===== src/spms_pkg.sv =====
// Purpose: shared constants for the serial master/slave port
// Assumes: control, prescaler and status bits reach the core as plain ports
// Notes: field positions are the bit numbers inside each byte or nibble port
package spms_pkg;

  // ------------------------------------------------------------
  // control byte fields
  // ------------------------------------------------------------
  localparam int CTL_IRQ_EN = 7;
  localparam int CTL_OUT_EN = 6;
  localparam int CTL_IRQ_SEL = 5;
  localparam int CTL_MASTER = 4;
  localparam int CTL_IDLE = 3;
  localparam int CTL_PHASE = 2;
  localparam int CTL_RATE_HI = 1;
  localparam int CTL_RATE_LO = 0;
  localparam logic [7:0] CTL_RESET = 8'h00;

  // ------------------------------------------------------------
  // prescaler nibble fields
  // ------------------------------------------------------------
  localparam int PRE_HALF = 3;
  localparam int PRE_VAL_HI = 2;
  localparam logic [3:0] PRE_RESET = 4'h0;

  // ------------------------------------------------------------
  // status byte fields
  // ------------------------------------------------------------
  localparam int STA_DONE = 7;
  localparam int STA_WRITE_COLLISION_FLAG = 6;
  localparam int STA_MODE_FAULT_FLAG = 4;

  // ------------------------------------------------------------
  // rate selection dividers and timing
  // ------------------------------------------------------------
  localparam logic [5:0] RATE_DIV_0 = 6'h02;
  localparam logic [5:0] RATE_DIV_1 = 6'h04;
  localparam logic [5:0] RATE_DIV_2 = 6'h10;
  localparam logic [5:0] RATE_DIV_3 = 6'h20;
  localparam logic [3:0] LAST_EDGE = 4'hf;
  localparam int SYNC_PINS = 3;

endpackage : spms_pkg


===== src/spms_pin_sync.sv =====
// Purpose: three-stage synchroniser for one pin input
// Assumes: input is asynchronous to SYS_CLK_I
// Notes: output changes only once the second and third stages agree
`timescale 1ns/10ps
`default_nettype none

module spms_pin_sync #(
  parameter logic RESET_LEVEL = 1'b0
) (
  // clock and reset
  input wire logic clk_i,
  input wire logic reset_i,
  // pin and result
  input wire logic pin_i,
  output logic level_o
);

  logic s1_reg;
  logic s2_reg;
  logic s3_reg;

  // shift chain, first stage read only by the second
  always_ff @(posedge clk_i) begin
    if (reset_i) begin
      s1_reg <= RESET_LEVEL;
      s2_reg <= RESET_LEVEL;
      s3_reg <= RESET_LEVEL;
      level_o <= RESET_LEVEL;
    end else begin
      s1_reg <= pin_i;
      s2_reg <= s1_reg;
      s3_reg <= s2_reg;
      if (s2_reg == s3_reg) begin
        level_o <= s3_reg;
      end
    end
  end

endmodule : spms_pin_sync
`default_nettype wire


===== src/spms_core.sv =====
// Purpose: full-duplex serial port, master or slave, msb first
// Assumes: software strobes arrive on SYS_CLK_I, pins are asynchronous
// Notes: master input data is seen four cycles late; use slow rates
`timescale 1ns/10ps
`default_nettype none

// Contract
// - send and receive together on one clock
// - software picks master or slave role
// - msb first, data lines tied peer to peer
// - four master rate selections
// - 3-bit prescaler plus switchable halving
// - four pins: two data, clock, select
// - one shift register replaces sent byte
// - one flag marks each finished byte
// - master supplies clock, slave answers on it
// - both ends use same polarity and phase
// - master drives the clock pin itself
// - master bits hold only while select high
// - master drives out line, samples in line
// - flag data writes during a transfer
// - control, prescaler, status and data registers
// - done sets flag, irq needs select and enable
// - flag clears after status then data access
// - data writes ignored while flag set, unseen
// - select low as master faults to slave
module spms_core
  import spms_pkg::*;
(
  // clock and reset
  input wire logic SYS_CLK_I,
  input wire logic RESET_I,
  // software strobes and write data
  input wire logic CTRL_WR_I,
  input wire logic [7:0] CTRL_WDATA_I,
  input wire logic PRESCALE_WR_I,
  input wire logic [3:0] PRESCALE_WDATA_I,
  input wire logic STATUS_ACC_I,
  input wire logic DATA_WR_I,
  input wire logic DATA_RD_I,
  input wire logic [7:0] DATA_WDATA_I,
  // software read values
  output logic [7:0] CTRL_O,
  output logic [3:0] PRESCALE_O,
  output logic [7:0] STATUS_O,
  output logic [7:0] RX_DATA_O,
  output logic IRQ_O,
  // serial pins
  input wire logic SCK_I,
  output logic SCK_O,
  output logic SCK_OE_O,
  input wire logic MOSI_I,
  output logic MOSI_O,
  output logic MOSI_OE_O,
  input wire logic MISO_I,
  output logic MISO_O,
  output logic MISO_OE_O,
  input wire logic SS_N_I
);

  // ------------------------------------------------------------
  // pin synchronisers
  // ------------------------------------------------------------
  logic [SYNC_PINS-1:0] pin_raw;
  logic [SYNC_PINS-1:0] pin_sync;
  assign pin_raw = {SS_N_I, MOSI_I, MISO_I};

  // one synchroniser per input pin, select idles high
  genvar gi;
  generate
    for (gi = 0; gi < SYNC_PINS; gi++) begin : g_sync
      spms_pin_sync #(.RESET_LEVEL(gi == SYNC_PINS - 1)) u_sync (
        .clk_i(SYS_CLK_I),
        .reset_i(RESET_I),
        .pin_i(pin_raw[gi]),
        .level_o(pin_sync[gi])
      );
    end
  endgenerate

  logic sck_sync;
  spms_pin_sync #(.RESET_LEVEL(1'b0)) u_sck_sync (
    .clk_i(SYS_CLK_I),
    .reset_i(RESET_I),
    .pin_i(SCK_I),
    .level_o(sck_sync)
  );

  logic ss_n_s;
  logic mosi_s;
  logic miso_s;
  assign ss_n_s = pin_sync[2];
  assign mosi_s = pin_sync[1];
  assign miso_s = pin_sync[0];

  // ------------------------------------------------------------
  // state
  // ------------------------------------------------------------
  logic irq_en_reg;
  logic out_en_reg;
  logic irq_sel_reg;
  logic master_reg;
  logic idle_reg;
  logic phase_reg;
  logic [1:0] rate_reg;
  logic [3:0] pre_reg;
  logic done_reg;
  logic write_collision_flag_reg;
  logic mode_fault_flag_reg;
  logic done_seen_reg;
  logic write_collision_flag_seen_reg;
  logic mode_fault_flag_seen_reg;
  logic busy_reg;
  logic [7:0] shift_reg;
  logic [7:0] rx_reg;
  logic out_reg;
  logic sck_reg;
  logic sck_prev_reg;
  logic [3:0] edge_reg;
  logic [11:0] div_reg;

  // ------------------------------------------------------------
  // baud divider decode
  // ------------------------------------------------------------
  logic [5:0] rate_div;
  logic [11:0] full_div;
  logic [11:0] half_div;
  assign rate_div = (rate_reg == 2'd0) ? RATE_DIV_0 :
                    (rate_reg == 2'd1) ? RATE_DIV_1 :
                    (rate_reg == 2'd2) ? RATE_DIV_2 : RATE_DIV_3;
  assign full_div = 12'(rate_div * ({1'b0, pre_reg[PRE_VAL_HI:0]} + 4'd1)
                    * (pre_reg[PRE_HALF] ? 12'd2 : 12'd1));
  assign half_div = 12'(full_div >> 1);

  // ------------------------------------------------------------
  // edge decode, shared by master and slave
  // ------------------------------------------------------------
  logic slave_sel;
  logic m_tick;
  logic s_edge;
  logic edge_evt;
  logic edge_lead;
  logic sample_evt;
  logic drive_evt;
  logic done_evt;
  logic in_bit;
  logic [7:0] shift_in;
  assign slave_sel = !master_reg && out_en_reg && !ss_n_s;
  assign m_tick = master_reg && busy_reg && (div_reg == half_div - 12'd1);
  assign s_edge = slave_sel && (sck_sync != sck_prev_reg);
  assign edge_evt = m_tick || s_edge;
  assign edge_lead = !edge_reg[0];
  assign sample_evt = edge_evt && (edge_lead ^ phase_reg);
  assign drive_evt = edge_evt && !(edge_lead ^ phase_reg);
  assign done_evt = edge_evt && (edge_reg == LAST_EDGE);
  assign in_bit = master_reg ? miso_s : mosi_s;
  assign shift_in = {shift_reg[6:0], in_bit};

  // ------------------------------------------------------------
  // software access decode
  // ------------------------------------------------------------
  logic xfer_active;
  logic data_acc;
  logic wr_ok;
  logic wr_coll;
  logic fault;
  assign xfer_active = master_reg ? busy_reg : !ss_n_s;
  assign data_acc = DATA_WR_I || DATA_RD_I;
  assign wr_coll = DATA_WR_I && xfer_active;
  assign wr_ok = DATA_WR_I && !xfer_active && !(done_reg && !done_seen_reg)
                 && out_en_reg;
  assign fault = master_reg && !ss_n_s;

  // control and prescaler registers
  always_ff @(posedge SYS_CLK_I) begin
    if (RESET_I) begin
      {irq_en_reg, out_en_reg, irq_sel_reg, master_reg} <= CTL_RESET[7:4];
      {idle_reg, phase_reg, rate_reg} <= CTL_RESET[3:0];
      pre_reg <= PRE_RESET;
    end else begin
      if (CTRL_WR_I) begin
        irq_en_reg <= CTRL_WDATA_I[CTL_IRQ_EN];
        out_en_reg <= CTRL_WDATA_I[CTL_OUT_EN];
        irq_sel_reg <= CTRL_WDATA_I[CTL_IRQ_SEL];
        master_reg <= CTRL_WDATA_I[CTL_MASTER];
        idle_reg <= CTRL_WDATA_I[CTL_IDLE];
        phase_reg <= CTRL_WDATA_I[CTL_PHASE];
        rate_reg <= CTRL_WDATA_I[CTL_RATE_HI:CTL_RATE_LO];
      end
      if (fault) begin
        out_en_reg <= 1'b0;
        master_reg <= 1'b0;
      end
      if (PRESCALE_WR_I) begin
        pre_reg <= PRESCALE_WDATA_I;
      end
    end
  end

  // status flags, a hardware set wins over the software clear
  always_ff @(posedge SYS_CLK_I) begin
    if (RESET_I) begin
      {done_reg, done_seen_reg} <= 2'b00;
      {write_collision_flag_reg, write_collision_flag_seen_reg} <= 2'b00;
      {mode_fault_flag_reg, mode_fault_flag_seen_reg} <= 2'b00;
    end else begin
      if (STATUS_ACC_I && done_reg) done_seen_reg <= 1'b1;
      if (STATUS_ACC_I && write_collision_flag_reg) write_collision_flag_seen_reg <= 1'b1;
      if (STATUS_ACC_I && mode_fault_flag_reg) mode_fault_flag_seen_reg <= 1'b1;
      if (data_acc && done_seen_reg) begin
        done_reg <= 1'b0;
        done_seen_reg <= 1'b0;
      end
      if (data_acc && write_collision_flag_seen_reg) begin
        write_collision_flag_reg <= 1'b0;
        write_collision_flag_seen_reg <= 1'b0;
      end
      if (CTRL_WR_I && mode_fault_flag_seen_reg) begin
        mode_fault_flag_reg <= 1'b0;
        mode_fault_flag_seen_reg <= 1'b0;
      end
      if (done_evt) done_reg <= 1'b1;
      if (wr_coll) write_collision_flag_reg <= 1'b1;
      if (fault) mode_fault_flag_reg <= 1'b1;
    end
  end

  // master clock generator
  always_ff @(posedge SYS_CLK_I) begin
    if (RESET_I) begin
      div_reg <= 12'h000;
      sck_reg <= 1'b0;
      busy_reg <= 1'b0;
    end else begin
      div_reg <= (m_tick || !busy_reg) ? 12'h000 : 12'(div_reg + 12'd1);
      if (!busy_reg || !master_reg) sck_reg <= idle_reg;
      else if (m_tick) sck_reg <= !sck_reg;
      if (wr_ok && master_reg) busy_reg <= 1'b1;
      else if (done_evt || !master_reg) busy_reg <= 1'b0;
    end
  end

  // shift register, edge counter and receive buffer
  always_ff @(posedge SYS_CLK_I) begin
    if (RESET_I) begin
      shift_reg <= 8'h00;
      rx_reg <= 8'h00;
      out_reg <= 1'b0;
      edge_reg <= 4'h0;
      sck_prev_reg <= 1'b0;
    end else begin
      sck_prev_reg <= slave_sel ? sck_sync : idle_reg;
      if (wr_ok) begin
        shift_reg <= DATA_WDATA_I;
        out_reg <= DATA_WDATA_I[7];
        edge_reg <= 4'h0;
      end else begin
        if (!master_reg && ss_n_s) edge_reg <= 4'h0;
        else if (edge_evt) edge_reg <= 4'(edge_reg + 4'd1);
        if (sample_evt) shift_reg <= shift_in;
        if (drive_evt) out_reg <= shift_reg[7];
        if (done_evt) rx_reg <= sample_evt ? shift_in : shift_reg;
      end
    end
  end

  // pin drivers and read values
  always_ff @(posedge SYS_CLK_I) begin
    if (RESET_I) begin
      SCK_O <= 1'b0;
      {SCK_OE_O, MOSI_OE_O, MISO_OE_O} <= 3'b000;
      {MOSI_O, MISO_O, IRQ_O} <= 3'b000;
      CTRL_O <= CTL_RESET;
      PRESCALE_O <= PRE_RESET;
      STATUS_O <= 8'h00;
      RX_DATA_O <= 8'h00;
    end else begin
      SCK_O <= sck_reg;
      SCK_OE_O <= master_reg && out_en_reg;
      MOSI_OE_O <= master_reg && out_en_reg;
      MISO_OE_O <= slave_sel;
      MOSI_O <= out_reg;
      MISO_O <= out_reg;
      IRQ_O <= irq_en_reg && irq_sel_reg && (done_reg || mode_fault_flag_reg);
      CTRL_O <= {irq_en_reg, out_en_reg, irq_sel_reg, master_reg,
                 idle_reg, phase_reg, rate_reg};
      PRESCALE_O <= pre_reg;
      STATUS_O <= {done_reg, write_collision_flag_reg, 1'b0, mode_fault_flag_reg, 4'h0};
      RX_DATA_O <= rx_reg;
    end
  end

endmodule : spms_core
`default_nettype wire


===== config.mk =====
export PLATFORM = sky130hd
export DESIGN_NAME = spms_core
export DESIGN_NICKNAME = d
export VERILOG_FILES = /design/src/spms_pkg.sv /design/src/spms_pin_sync.sv /design/src/spms_core.sv
export SDC_FILE = /design/constraint.sdc
export NUM_CORES = 1
export LEC_CHECK = 0
export BUFFER_PORTS_ARGS = -buffer_cell sky130_fd_sc_hd__buf_2
export CAP_MARGIN = 10
export CORE_ASPECT_RATIO = 1.25
export CORE_UTILIZATION = 36
export CTS_BUF_LIST = sky130_fd_sc_hd__clkbuf_4 sky130_fd_sc_hd__clkbuf_8 sky130_fd_sc_hd__clkbuf_16
export DETAILED_ROUTE_END_ITERATION = 12
export PLACE_DENSITY = 0.59
export SKIP_CTS_REPAIR_TIMING = 1
export SLEW_MARGIN = 40
export SYNTH_ARGS = -nofsm -noshare
export SYNTH_HDL_FRONTEND = slang
export SYNTH_SLANG_ARGS = --single-unit
export TNS_END_PERCENT = 20

===== constraint.sdc =====
create_clock -name SYS_CLK_I -period 7.54 [get_ports SYS_CLK_I]
set_input_delay 0.377 -clock SYS_CLK_I [delete_from_list [all_inputs] [get_ports SYS_CLK_I]]
set_output_delay 0.377 -clock SYS_CLK_I [all_outputs]
set_load 0.03 [all_outputs]

==> metrics, run 1 <==
max reg flops=12; CP arrival=around 6 ns; sequential share of the synthesized area=40.1%; HPWL Detailed=between 7 and 8 mm; RSZ-0062 raised after global routing=no; Layout Utilization=roughly 42%; Die Ht=132 um; Die X=106 um; Rel. slew slack=48.7%; simple-gate share of the synthesized area=a little over a fifth; crit path cell chain=ha_1 -> xnor2_1 -> nor3_1 -> ha_1 -> ha_1 -> mux2_2 -> ha_1 -> nor3b_1 -> mux2i_1 -> or3_1 -> nor4b_1 -> xnor2_1 -> o2111ai_1 -> a2111o_1 -> a21oi_4 -> mux2_4; first-pass GRT wire length=17.3 mm; Post-Synthesis Cells=approximately 550; top cell type's share of synthesized area=40.1%; crit share post-route=78.7%; leakage=2.34 nW; grt ovf=0; min cycle time layout=5.93 ns; Net Switching=0.304 mW; Internal Dissipation=between 0.8 and 0.9 mW; Critical Path End Type=register; Initial Utilization=37.0%; combinational group share of total power=11.3%; Area growth syn-to-layout=14.1%; DR top layer=met4; CTS clock-pin slew for the worst setup and hold paths=approximately 0.070 ns; average size of a mapped cell=~8.9 um2; initial drt markers=148; final clock skew=~0.0083 ns; Async S/R FF share, synth=0%; diodes inserted=0; worst-margin pin slew=0.770 ns; Final ANT Viol Nets=0; number of global-route vias before repair=3655; Setup TNS=0 ns; Net Sw Frac=27.2%; combinational family with the most area after synthesis=simple AND/OR/NAND/NOR gates; Worst path most repeated cell=ha_1; synth unique cells=62; TritonCTS Sinks=98; highest clock rate=0.169 GHz; Post-Synth Adder-Cell Area=under 10%; Total Routing Usage GR=15.2%; Num CTS Buffers=9; I/O pin cnt=66; synthesized cell area=0.00489 mm2; # setup viols final=0; kind of critical path=reg -> reg; CP max stage cell=a2111o_1; Met1 Wirelength=4.69 mm; Pre-antenna DRT Iters=4; share of cells above drive strength 1=17.4%; cell accounting for the most synthesized area=dfxtp_1; Yosys reg bits=98; complex-gate fraction of the synthesized area=14.5%; via count=3846; Pwr Density=200 mW/mm2; routed length per instance=13.4 um; Clock power frac=40.3%; die area=~0.014 mm2; core area=0.0132 mm2; detailed-route DRC error count=0; initial antenna violation count=0; vias per cell=5.00; CTS max path bufs=2; pin count of the biggest net entering global routing=79; Reg area=0.00196 mm2; TritonCTS clock tree=done; Multi-input gate area=0.00273 mm2; FP Rows=47; status=complete, no violations; top post-synthesis cells by area=dfxtp_1, ha_1, nor2_1; I/O Buffers=60; HP Class=in -> reg; Fillers=1332; fin nets=around 650; peak supply drop=~110 uV; WL met2=5.18 mm; H-tree depth=3; Worst Path Max Fanout=15; maxcap violations=0; CP peak stage delay=~0.64 ns; Fin. Hold Viols=0; Clock Latency Late Sink=about 0.34 ns; Placer Congestion=0.866; Data required, critical path=7.78 ns; sequential power share=48.4%; Post-Synth XOR/XNOR Area=6.44%; met3 wire len=292 um; Post-synth EDFFs=0; Yosys Warn Count=0; CTS root buffer=clkbuf_16; final WL=10.3 mm; mux contribution to synthesized area=7.11%; ys flop type=dfxtp_1; total power=around 1.1 mW; Setup crit start kind=register; Slew Viols, Final=0
synthesized netlist by cell type (15+ instances only):
cell / count
a211oi_1: 18
nand3_1: 15
clkbuf_1: 23
a21oi_1: 28
ha_1: 20
o21ai_0: 16
dfxtp_1: 98
xor2_1: 15
nand2_1: 45
inv_1: 18
nor2b_1: 33
mux2i_1: 16
xnor2_1: 21
nor2_1: 63
power by group through the flow:
stage               Combinational, mW  Sequential (mW)  Clock (mW)
detailed placement              0.126            0.554           0
global route                    0.141            0.543       0.488
finish                          0.126            0.542       0.451
global placement                0.124            0.553           0
CTS                             0.127            0.542       0.461
floorplan                      0.0995            0.552           0
routing by layer:
metal,vias to the layer above,track usage [%]
li1,1979,-
met1,1790,18.2
met2,62,26.9
met3,15,3.31
met4,0,4.63
met5,-,0
cells in the final DEF (no fill, tap or decap), types with 8 or more instances in the layout:
cell       count
dfxtp_1       97
nor2_1        63
buf_2         60
nand2_1       45
nor2b_1       33
a21oi_1       28
xnor2_1       20
ha_1          20
inv_1         18
a211oi_1      18
o21ai_0       16
mux2i_1       16
nand3_1       15
xor2_1        14
nor3_1        13
clkbuf_16      9
o21bai_1       8
mux2_4         8
critical path: cells and delay by family (launching register included):
kind	cells	cell delay (ns)
flops	1	0.38
fa+ha+maj	4	1.30
compound gates	3	1.42
xor+xnor	2	0.52
mux	3	0.82
simple gates	4	1.36
cells by family (layout without fill, tap and decap cells):
group           count (synthesis)  after routing
xor+xnor                       36             36
fa+ha+maj                      22             22
flops                          98             98
other cells                     1              6
simple gates                  208            208
mux                            29             29
compound gates                103            103
buf+inv                        55             96
final timing paths:
path                           startpoint                 endpoint  slack [ns]  cells past startpoint
setup / recovery               pre_reg[0]                rx_reg[7]        1.61                     16
hold / removal                     SS_N_I  g_sync[2].u_sync.s1_reg        0.21                      2
setup reg to reg               pre_reg[0]                rx_reg[7]        1.61                     16
hold reg to reg   g_sync[2].u_sync.s1_reg  g_sync[2].u_sync.s2_reg        0.44                      1
final cells by class:
type / count / area share, %
clock buffer: 9 / 4.03
inverter: 19 / 1.28
timing repair buffer: 61 / 5.51
tap: 171 / 3.83
multi-input combinational: 404 / 48.9
sequential: 98 / 35.2
clock inverter: 7 / 1.28
through the flow:
step	instances	worst slack, ns	instance area [um2]	hold slack, ns
after global placement	753	1.95	5270	0.420
after detailed placement	753	1.71	5290	0.426
after global routing	769	1.26	5580	0.205
after floorplan	557	2.41	4910	0.389
after CTS	769	1.68	5580	0.199
final	769	1.61	5580	0.209
Power figures use the tool's default switching activity.
==> run 2, diff against run 1 <==
--- a/config.mk
+++ b/config.mk
@@ -11,7 +11,7 @@
 export CORE_UTILIZATION = 36
 export CTS_BUF_LIST = sky130_fd_sc_hd__clkbuf_4 sky130_fd_sc_hd__clkbuf_8 sky130_fd_sc_hd__clkbuf_16
 export DETAILED_ROUTE_END_ITERATION = 12
-export PLACE_DENSITY = 0.59
+export PLACE_DENSITY = 0.61
 export SKIP_CTS_REPAIR_TIMING = 1
 export SLEW_MARGIN = 40
 export SYNTH_ARGS = -nofsm -noshare
==> constraint.sdc (replaced) <==
create_clock -name SYS_CLK_I -period 5.2 [get_ports SYS_CLK_I]
set_input_delay 0.26 -clock SYS_CLK_I [delete_from_list [all_inputs] [get_ports SYS_CLK_I]]
set_output_delay 0.26 -clock SYS_CLK_I [all_outputs]
set_load 0.03 [all_outputs]
==> run 2 against run 1 <==
  * Cell area up 2.9%
  * Combinational power up 60%
  * Die area unchanged
  * Register-to-register slack worse by 1.4 ns
  * Critical path depth up 4
  * Via count up 1.3%
  * Utilization up 1.2 points
  * Worst hold slack worse by 0.10 ns
  * Maximum frequency up 19%
  * Flip-flop and latch count unchanged
  * Routed wire length up 5.6%
  * Cell count up 1.7%
  * Critical path type unchanged
  * Highest routed layer unchanged
==> metrics, run 2 (synthesis results as in run 1) <==
Post-Layout Cell Count=782 (+1.7%); HP Class=in -> reg; highest clock rate=0.200 GHz (+19%); number of global-route vias before repair=3881 (+6.2%); CTS clock-pin slew for the worst setup and hold paths=0.07 ns (about the same); routed length per instance=13.9 um (+3.8%); HPWL Detailed=8.00 mm (+4.4%); initial antenna violation count=0 (unchanged); Initial Utilization=37.0% (unchanged); final clock skew=0.0123 ns (+0.00394 ns); Placer Congestion=0.819 (-5.4%); Clock Latency Late Sink=0.35 ns (about the same); peak supply drop=162 uV (+53%); Total Routing Usage GR=16.3% (+1.1 points); Die X=106 um (unchanged); grt ovf=0 (unchanged); CP arrival=5.23 ns (-0.94 ns); via count=3896 (+1.3%); vias per cell=4.98 (-0.38%); commonest non-fill, non-tap cells in the layout=dfxtp_1, nor2_1, buf_2; Placement Setup Slack=-0.0760 ns (-1.79 ns); I/O Buffers=60 (unchanged); # setup viols final=0 (unchanged); total power=1.64 mW (+47%); kind of critical path=reg -> reg; Worst Path Max Fanout=9 (-6); min cycle time layout=5.00 ns (-0.938 ns); core area=0.0132 mm2 (unchanged); detailed-route DRC error count=0 (unchanged); initial drt markers=180 (+22%); TritonCTS Sinks=98 (unchanged); Fin. Hold Viols=0 (unchanged); CTS max path bufs=2 (unchanged); Setup crit start kind=register; worst-margin pin slew=0.719 ns (-0.0504 ns); diodes inserted=0 (unchanged); Final ANT Viol Nets=0 (unchanged); Pwr Density=285 mW/mm2 (+42%); die area=0.0141 mm2 (unchanged); first-pass GRT wire length=18.3 mm (+5.8%); WHS=0.108 ns (-0.100 ns); fin nets=659 (+2.0%); Inst Count DP=765 (+1.6%); post-route worst setup slack=0.204 ns (-1.40 ns); final WL=10.9 mm (+5.6%); Num CTS Buffers=9 (unchanged); Setup TNS=0 ns (unchanged); H-tree depth=3 (unchanged); TritonCTS clock tree=done; max reg flops=12 (unchanged); most common cell after layout, fill and taps aside=dfxtp_1; I/O pin cnt=66 (unchanged); FP Rows=47 (unchanged); maxcap violations=0 (unchanged); Die Ht=132 um (unchanged); status=complete, no violations; Pre-antenna DRT Iters=4 (unchanged); crit share post-route=96.1% (+17 points); Slew Viols, Final=0 (unchanged); CTS root buffer=clkbuf_16; pin count of the biggest net entering global routing=47 (-41%); Area growth syn-to-layout=17.4%; leakage=2.42 nW (+3.6%); Rel. slew slack=51.9% (+3.2 points); Critical Path End Type=register; Data required, critical path=5.44 ns (-2.34 ns); RSZ-0062 raised after global routing=no; share of cells above drive strength 1=20.6% (+3.2 points)
## run 2: cell type report
class / instances / area, um2
Fill cell: 1328 / 7490
Multi-Input combinational cell: 404 / 2780
Sequential cell: 98 / 1960
Timing Repair Buffer: 74 / 422
Clock buffer: 9 / 225
Tap cell: 171 / 214
Inverter: 19 / 71.3
Clock inverter: 7 / 66.3
## run 2: per-stage QoR
step                      cell area [um2]  utilization (%)
after global routing                 5740             43.4
after detailed placement             5380             40.6
final                                5740             43.4
after global placement               5360             40.5
after floorplan                      4910                -
after CTS                            5670             42.8
## run 2: path summary, 6_finish.rpt
check	start	to	slack, ns	depth (start not counted)
min	SS_N_I	g_sync[2].u_sync.s1_reg	0.11	2
max reg2reg	pre_reg[0]	rx_reg[4]	0.20	20
min reg2reg	g_sync[2].u_sync.s1_reg	g_sync[2].u_sync.s2_reg	0.41	1
max	pre_reg[0]	rx_reg[4]	0.20	20
## run 2: critical path, cell delays in order, from the launching register on
cell and delay, ns:
dfxtp_1 0.32, ha_1 0.30, inv_2 0.09, nor2_1 0.06, ha_1 0.28, inv_1 0.06, fa_1 0.56, inv_1 0.05
ha_2 0.37, xnor2_1 0.14, buf_4 0.16, a22oi_1 0.07, o32ai_1 0.23, nand4b_1 0.24, a2111oi_4 0.46, nand3_1 0.12
mux2_2 0.31, a2111o_1 0.44, a21oi_4 0.17, buf_12 0.17, mux2_4 0.30
## run 2: metal layers
layer / routed length (um) / track usage (%)
met1: 4680 / 18.5
met2: 5540 / 29.1
met3: 405 / 3.31
met4: 267 / 6.94
met5: 0 / 0
## run 2: power by group
| part | switching [mW] | internal (mW) | leakage, nW | total, mW |
|---|---|---|---|---|
| Combinational | 0.116 | 0.0865 | 1.49 | 0.202 |
| Sequential | 0.0148 | 0.767 | 0.797 | 0.782 |
| Clock | 0.317 | 0.338 | 0.138 | 0.655 |
==> run 3, diff against run 2 <==
==> constraint.sdc (replaced) <==
create_clock -name SYS_CLK_I -period 4.1 [get_ports SYS_CLK_I]
set_input_delay 0.205 -clock SYS_CLK_I [delete_from_list [all_inputs] [get_ports SYS_CLK_I]]
set_output_delay 0.205 -clock SYS_CLK_I [all_outputs]
set_load 0.03 [all_outputs]
==> run 3 against run 2 <==
  * The run now ends with setup timing left
  * Utilization is 4.2 points higher
  * Clock skew is 0.0048 ns lower
  * Non-clock buffer count is 43 higher
  * Clock power is 33% higher
  * Global-route usage is 0.12 points lower
  * Worst hold slack worse by 0.066 ns
  * Highest routed layer unchanged
  * Cell area is 9.6% higher
  * Maximum frequency is 5.3% higher
==> metrics, run 3 (synthesis results as in run 1) <==
Final ANT Viol Nets=0 (unchanged); final WL=11.3 mm (+3.9%); via count=4093 (+5.1%); # setup viols final=36 (+36); RSZ-0062 raised after global routing=yes; first-pass GRT wire length=18.3 mm (+0.11%); number of global-route vias before repair=3924 (+1.1%); hold path start=SS_N_I; Slew Viols, Final=0 (unchanged); post-route cell area=0.00629 mm2 (+9.6%); Worst R2R Path Depth=21 (+5.0%); post-route worst setup slack=-0.643 ns (-0.847 ns); R2R Path End=rx_reg[5]; H-tree depth=3 (unchanged); I/O Buffers=60 (unchanged); violated checks=setup timing; leakage=2.69 nW (+11%); CTS max path bufs=2 (unchanged); Fin. Hold Viols=0 (unchanged); Placed Instance Area=0.00578 mm2 (+7.5%); I/O pin cnt=66 (unchanged); TritonCTS Sinks=98 (unchanged); Setup crit start kind=register; initial drt markers=119 (-34%); CP arrival=4.98 ns (-0.25 ns); r2r startpoint=pre_reg[0]; Num CTS Buffers=9 (unchanged); Initial Utilization=37.0% (unchanged); pin count of the biggest net entering global routing=44 (-6.4%); reg-to-reg slack, setup=-0.64 ns (-0.85 ns); Die Ht=132 um (unchanged); WHS=0.0421 ns (-0.0662 ns); Setup TNS=-16.21 ns (-16.21 ns); grt ovf=0 (unchanged); share of cells above drive strength 1=29.2% (+8.6 points); diodes inserted=0 (unchanged); Pwr Density=346 mW/mm2 (+21%); routed length per instance=13.7 um (-1.5%); Total Routing Usage GR=16.2% (-0.12 points); highest clock rate=0.211 GHz (+5.3%); maxcap violations=0 (unchanged); initial antenna violation count=0 (unchanged); die area=0.0141 mm2 (unchanged); crit share post-route=116% (+20 points); final clock skew=0.00748 ns (-0.00480 ns); min cycle time layout=4.74 ns (-0.253 ns); worst-margin pin slew=0.780 ns (+0.0606 ns); Area growth syn-to-layout=28.6%; FP Rows=47 (unchanged); Multi-input gate area=0.00295 mm2 (+6.1%); peak supply drop=256 uV (+58%); Die X=106 um (unchanged); fin nets=702 (+6.5%); Placer Congestion=0.793 (-3.2%); CTS clock-pin slew for the worst setup and hold paths=0.07 ns (about the same); detailed-route DRC error count=0 (unchanged); total power=2.18 mW (+33%); commonest non-fill, non-tap cells in the layout=dfxtp_1, buf_2, nor2_1; vias per cell=4.96 (-0.42%); kind of critical path=reg -> reg; crit path to=rx_reg[5]; Clock Latency Late Sink=0.34 ns (about the same); Reg area=0.00197 mm2 (+0.13%); most common cell after layout, fill and taps aside=dfxtp_1; Worst Path Max Fanout=4 (-5); TritonCTS clock tree=done; Pre-antenna DRT Iters=4 (unchanged); Data required, critical path=4.34 ns (-1.10 ns); HP Class=in -> reg; CP startpoint=pre_reg[0]; core area=0.0132 mm2 (unchanged); max reg flops=12 (unchanged); Critical Path End Type=register; CTS root buffer=clkbuf_16; Layout Utilization=47.6% (+4.2 points); Rel. slew slack=48.0% (-3.9 points); status=finished with violations; HPWL Detailed=8.63 mm (+7.8%); Fillers=1269 (-4.4%)
## run 3: cell types whose count changed in the layout (fill, tap and decap cells not counted), moves of 3 or more
cell / before / now
nor2_2: 0 / 4
buf_4: 12 / 51
inv_1: 17 / 14
nor2_1: 63 / 59
inv_2: 1 / 4
ha_1: 19 / 16
ha_4: 0 / 4
## run 3: worst max-delay path: stages, from the launching register on
cell and delay [ns]:
dfxtp_4 0.35, ha_4 0.17, xnor2_4 0.18, nor2_1 0.06
ha_1 0.29, inv_2 0.04, fa_1 0.54, inv_2 0.05
ha_4 0.16, buf_6 0.12, xnor2_4 0.19, buf_6 0.14
nand2_2 0.05, o21ai_2 0.08, nand4b_1 0.21, a2111oi_4 0.43
nand3_1 0.12, mux2_4 0.29, a2111o_1 0.44, a21oi_4 0.24
clkbuf_16 0.19, mux2_4 0.29
## run 3: how the worst min path moves through the flow
stage,to,slack (ns),cells after the start
after CTS,g_sync[2].u_sync.s1_reg,0.03,2
after detailed placement,g_sync[2].u_sync.s1_reg,0.40,2
after global routing,g_sync[2].u_sync.s1_reg,0.04,2
after global placement,g_sync[2].u_sync.s2_reg,0.40,1
final,g_sync[2].u_sync.s1_reg,0.04,2
after floorplan,RX_DATA_O[7],0.29,1
## run 3: routing by layer
metal	GRT usage, %	wire length (um)	vias to the layer above
li1	-	-	2085
met1	17.3	4710	1925
met2	30.7	6010	73
met3	3.76	433	10
met4	5.02	155	0
met5	0	0	-
## run 3: per-stage QoR
step	setup WS, ns	instances
floorplan	-0.570	557
global placement	-0.475	800
detailed placement	-0.648	800
CTS	-0.680	816
global route	-0.857	825
finish	-0.643	825
## run 3: where the power goes
part / leakage (nW) / switching [mW] / internal, mW
Clock: 0.154 / 0.386 / 0.486
Sequential: 0.797 / 0.0192 / 0.973
Combinational: 1.74 / 0.162 / 0.149
Total: 2.69 / 0.567 / 1.61
## run 3: final cells by class
cell class              instances  area share (%)
clock buffers                   9            3.58
inverters                      19            1.13
repair buffers                117            12.4
flip-flops and latches         98            31.2
well taps                     171            3.40
clock inverters                 7            1.33
multi-input cells             404            46.9
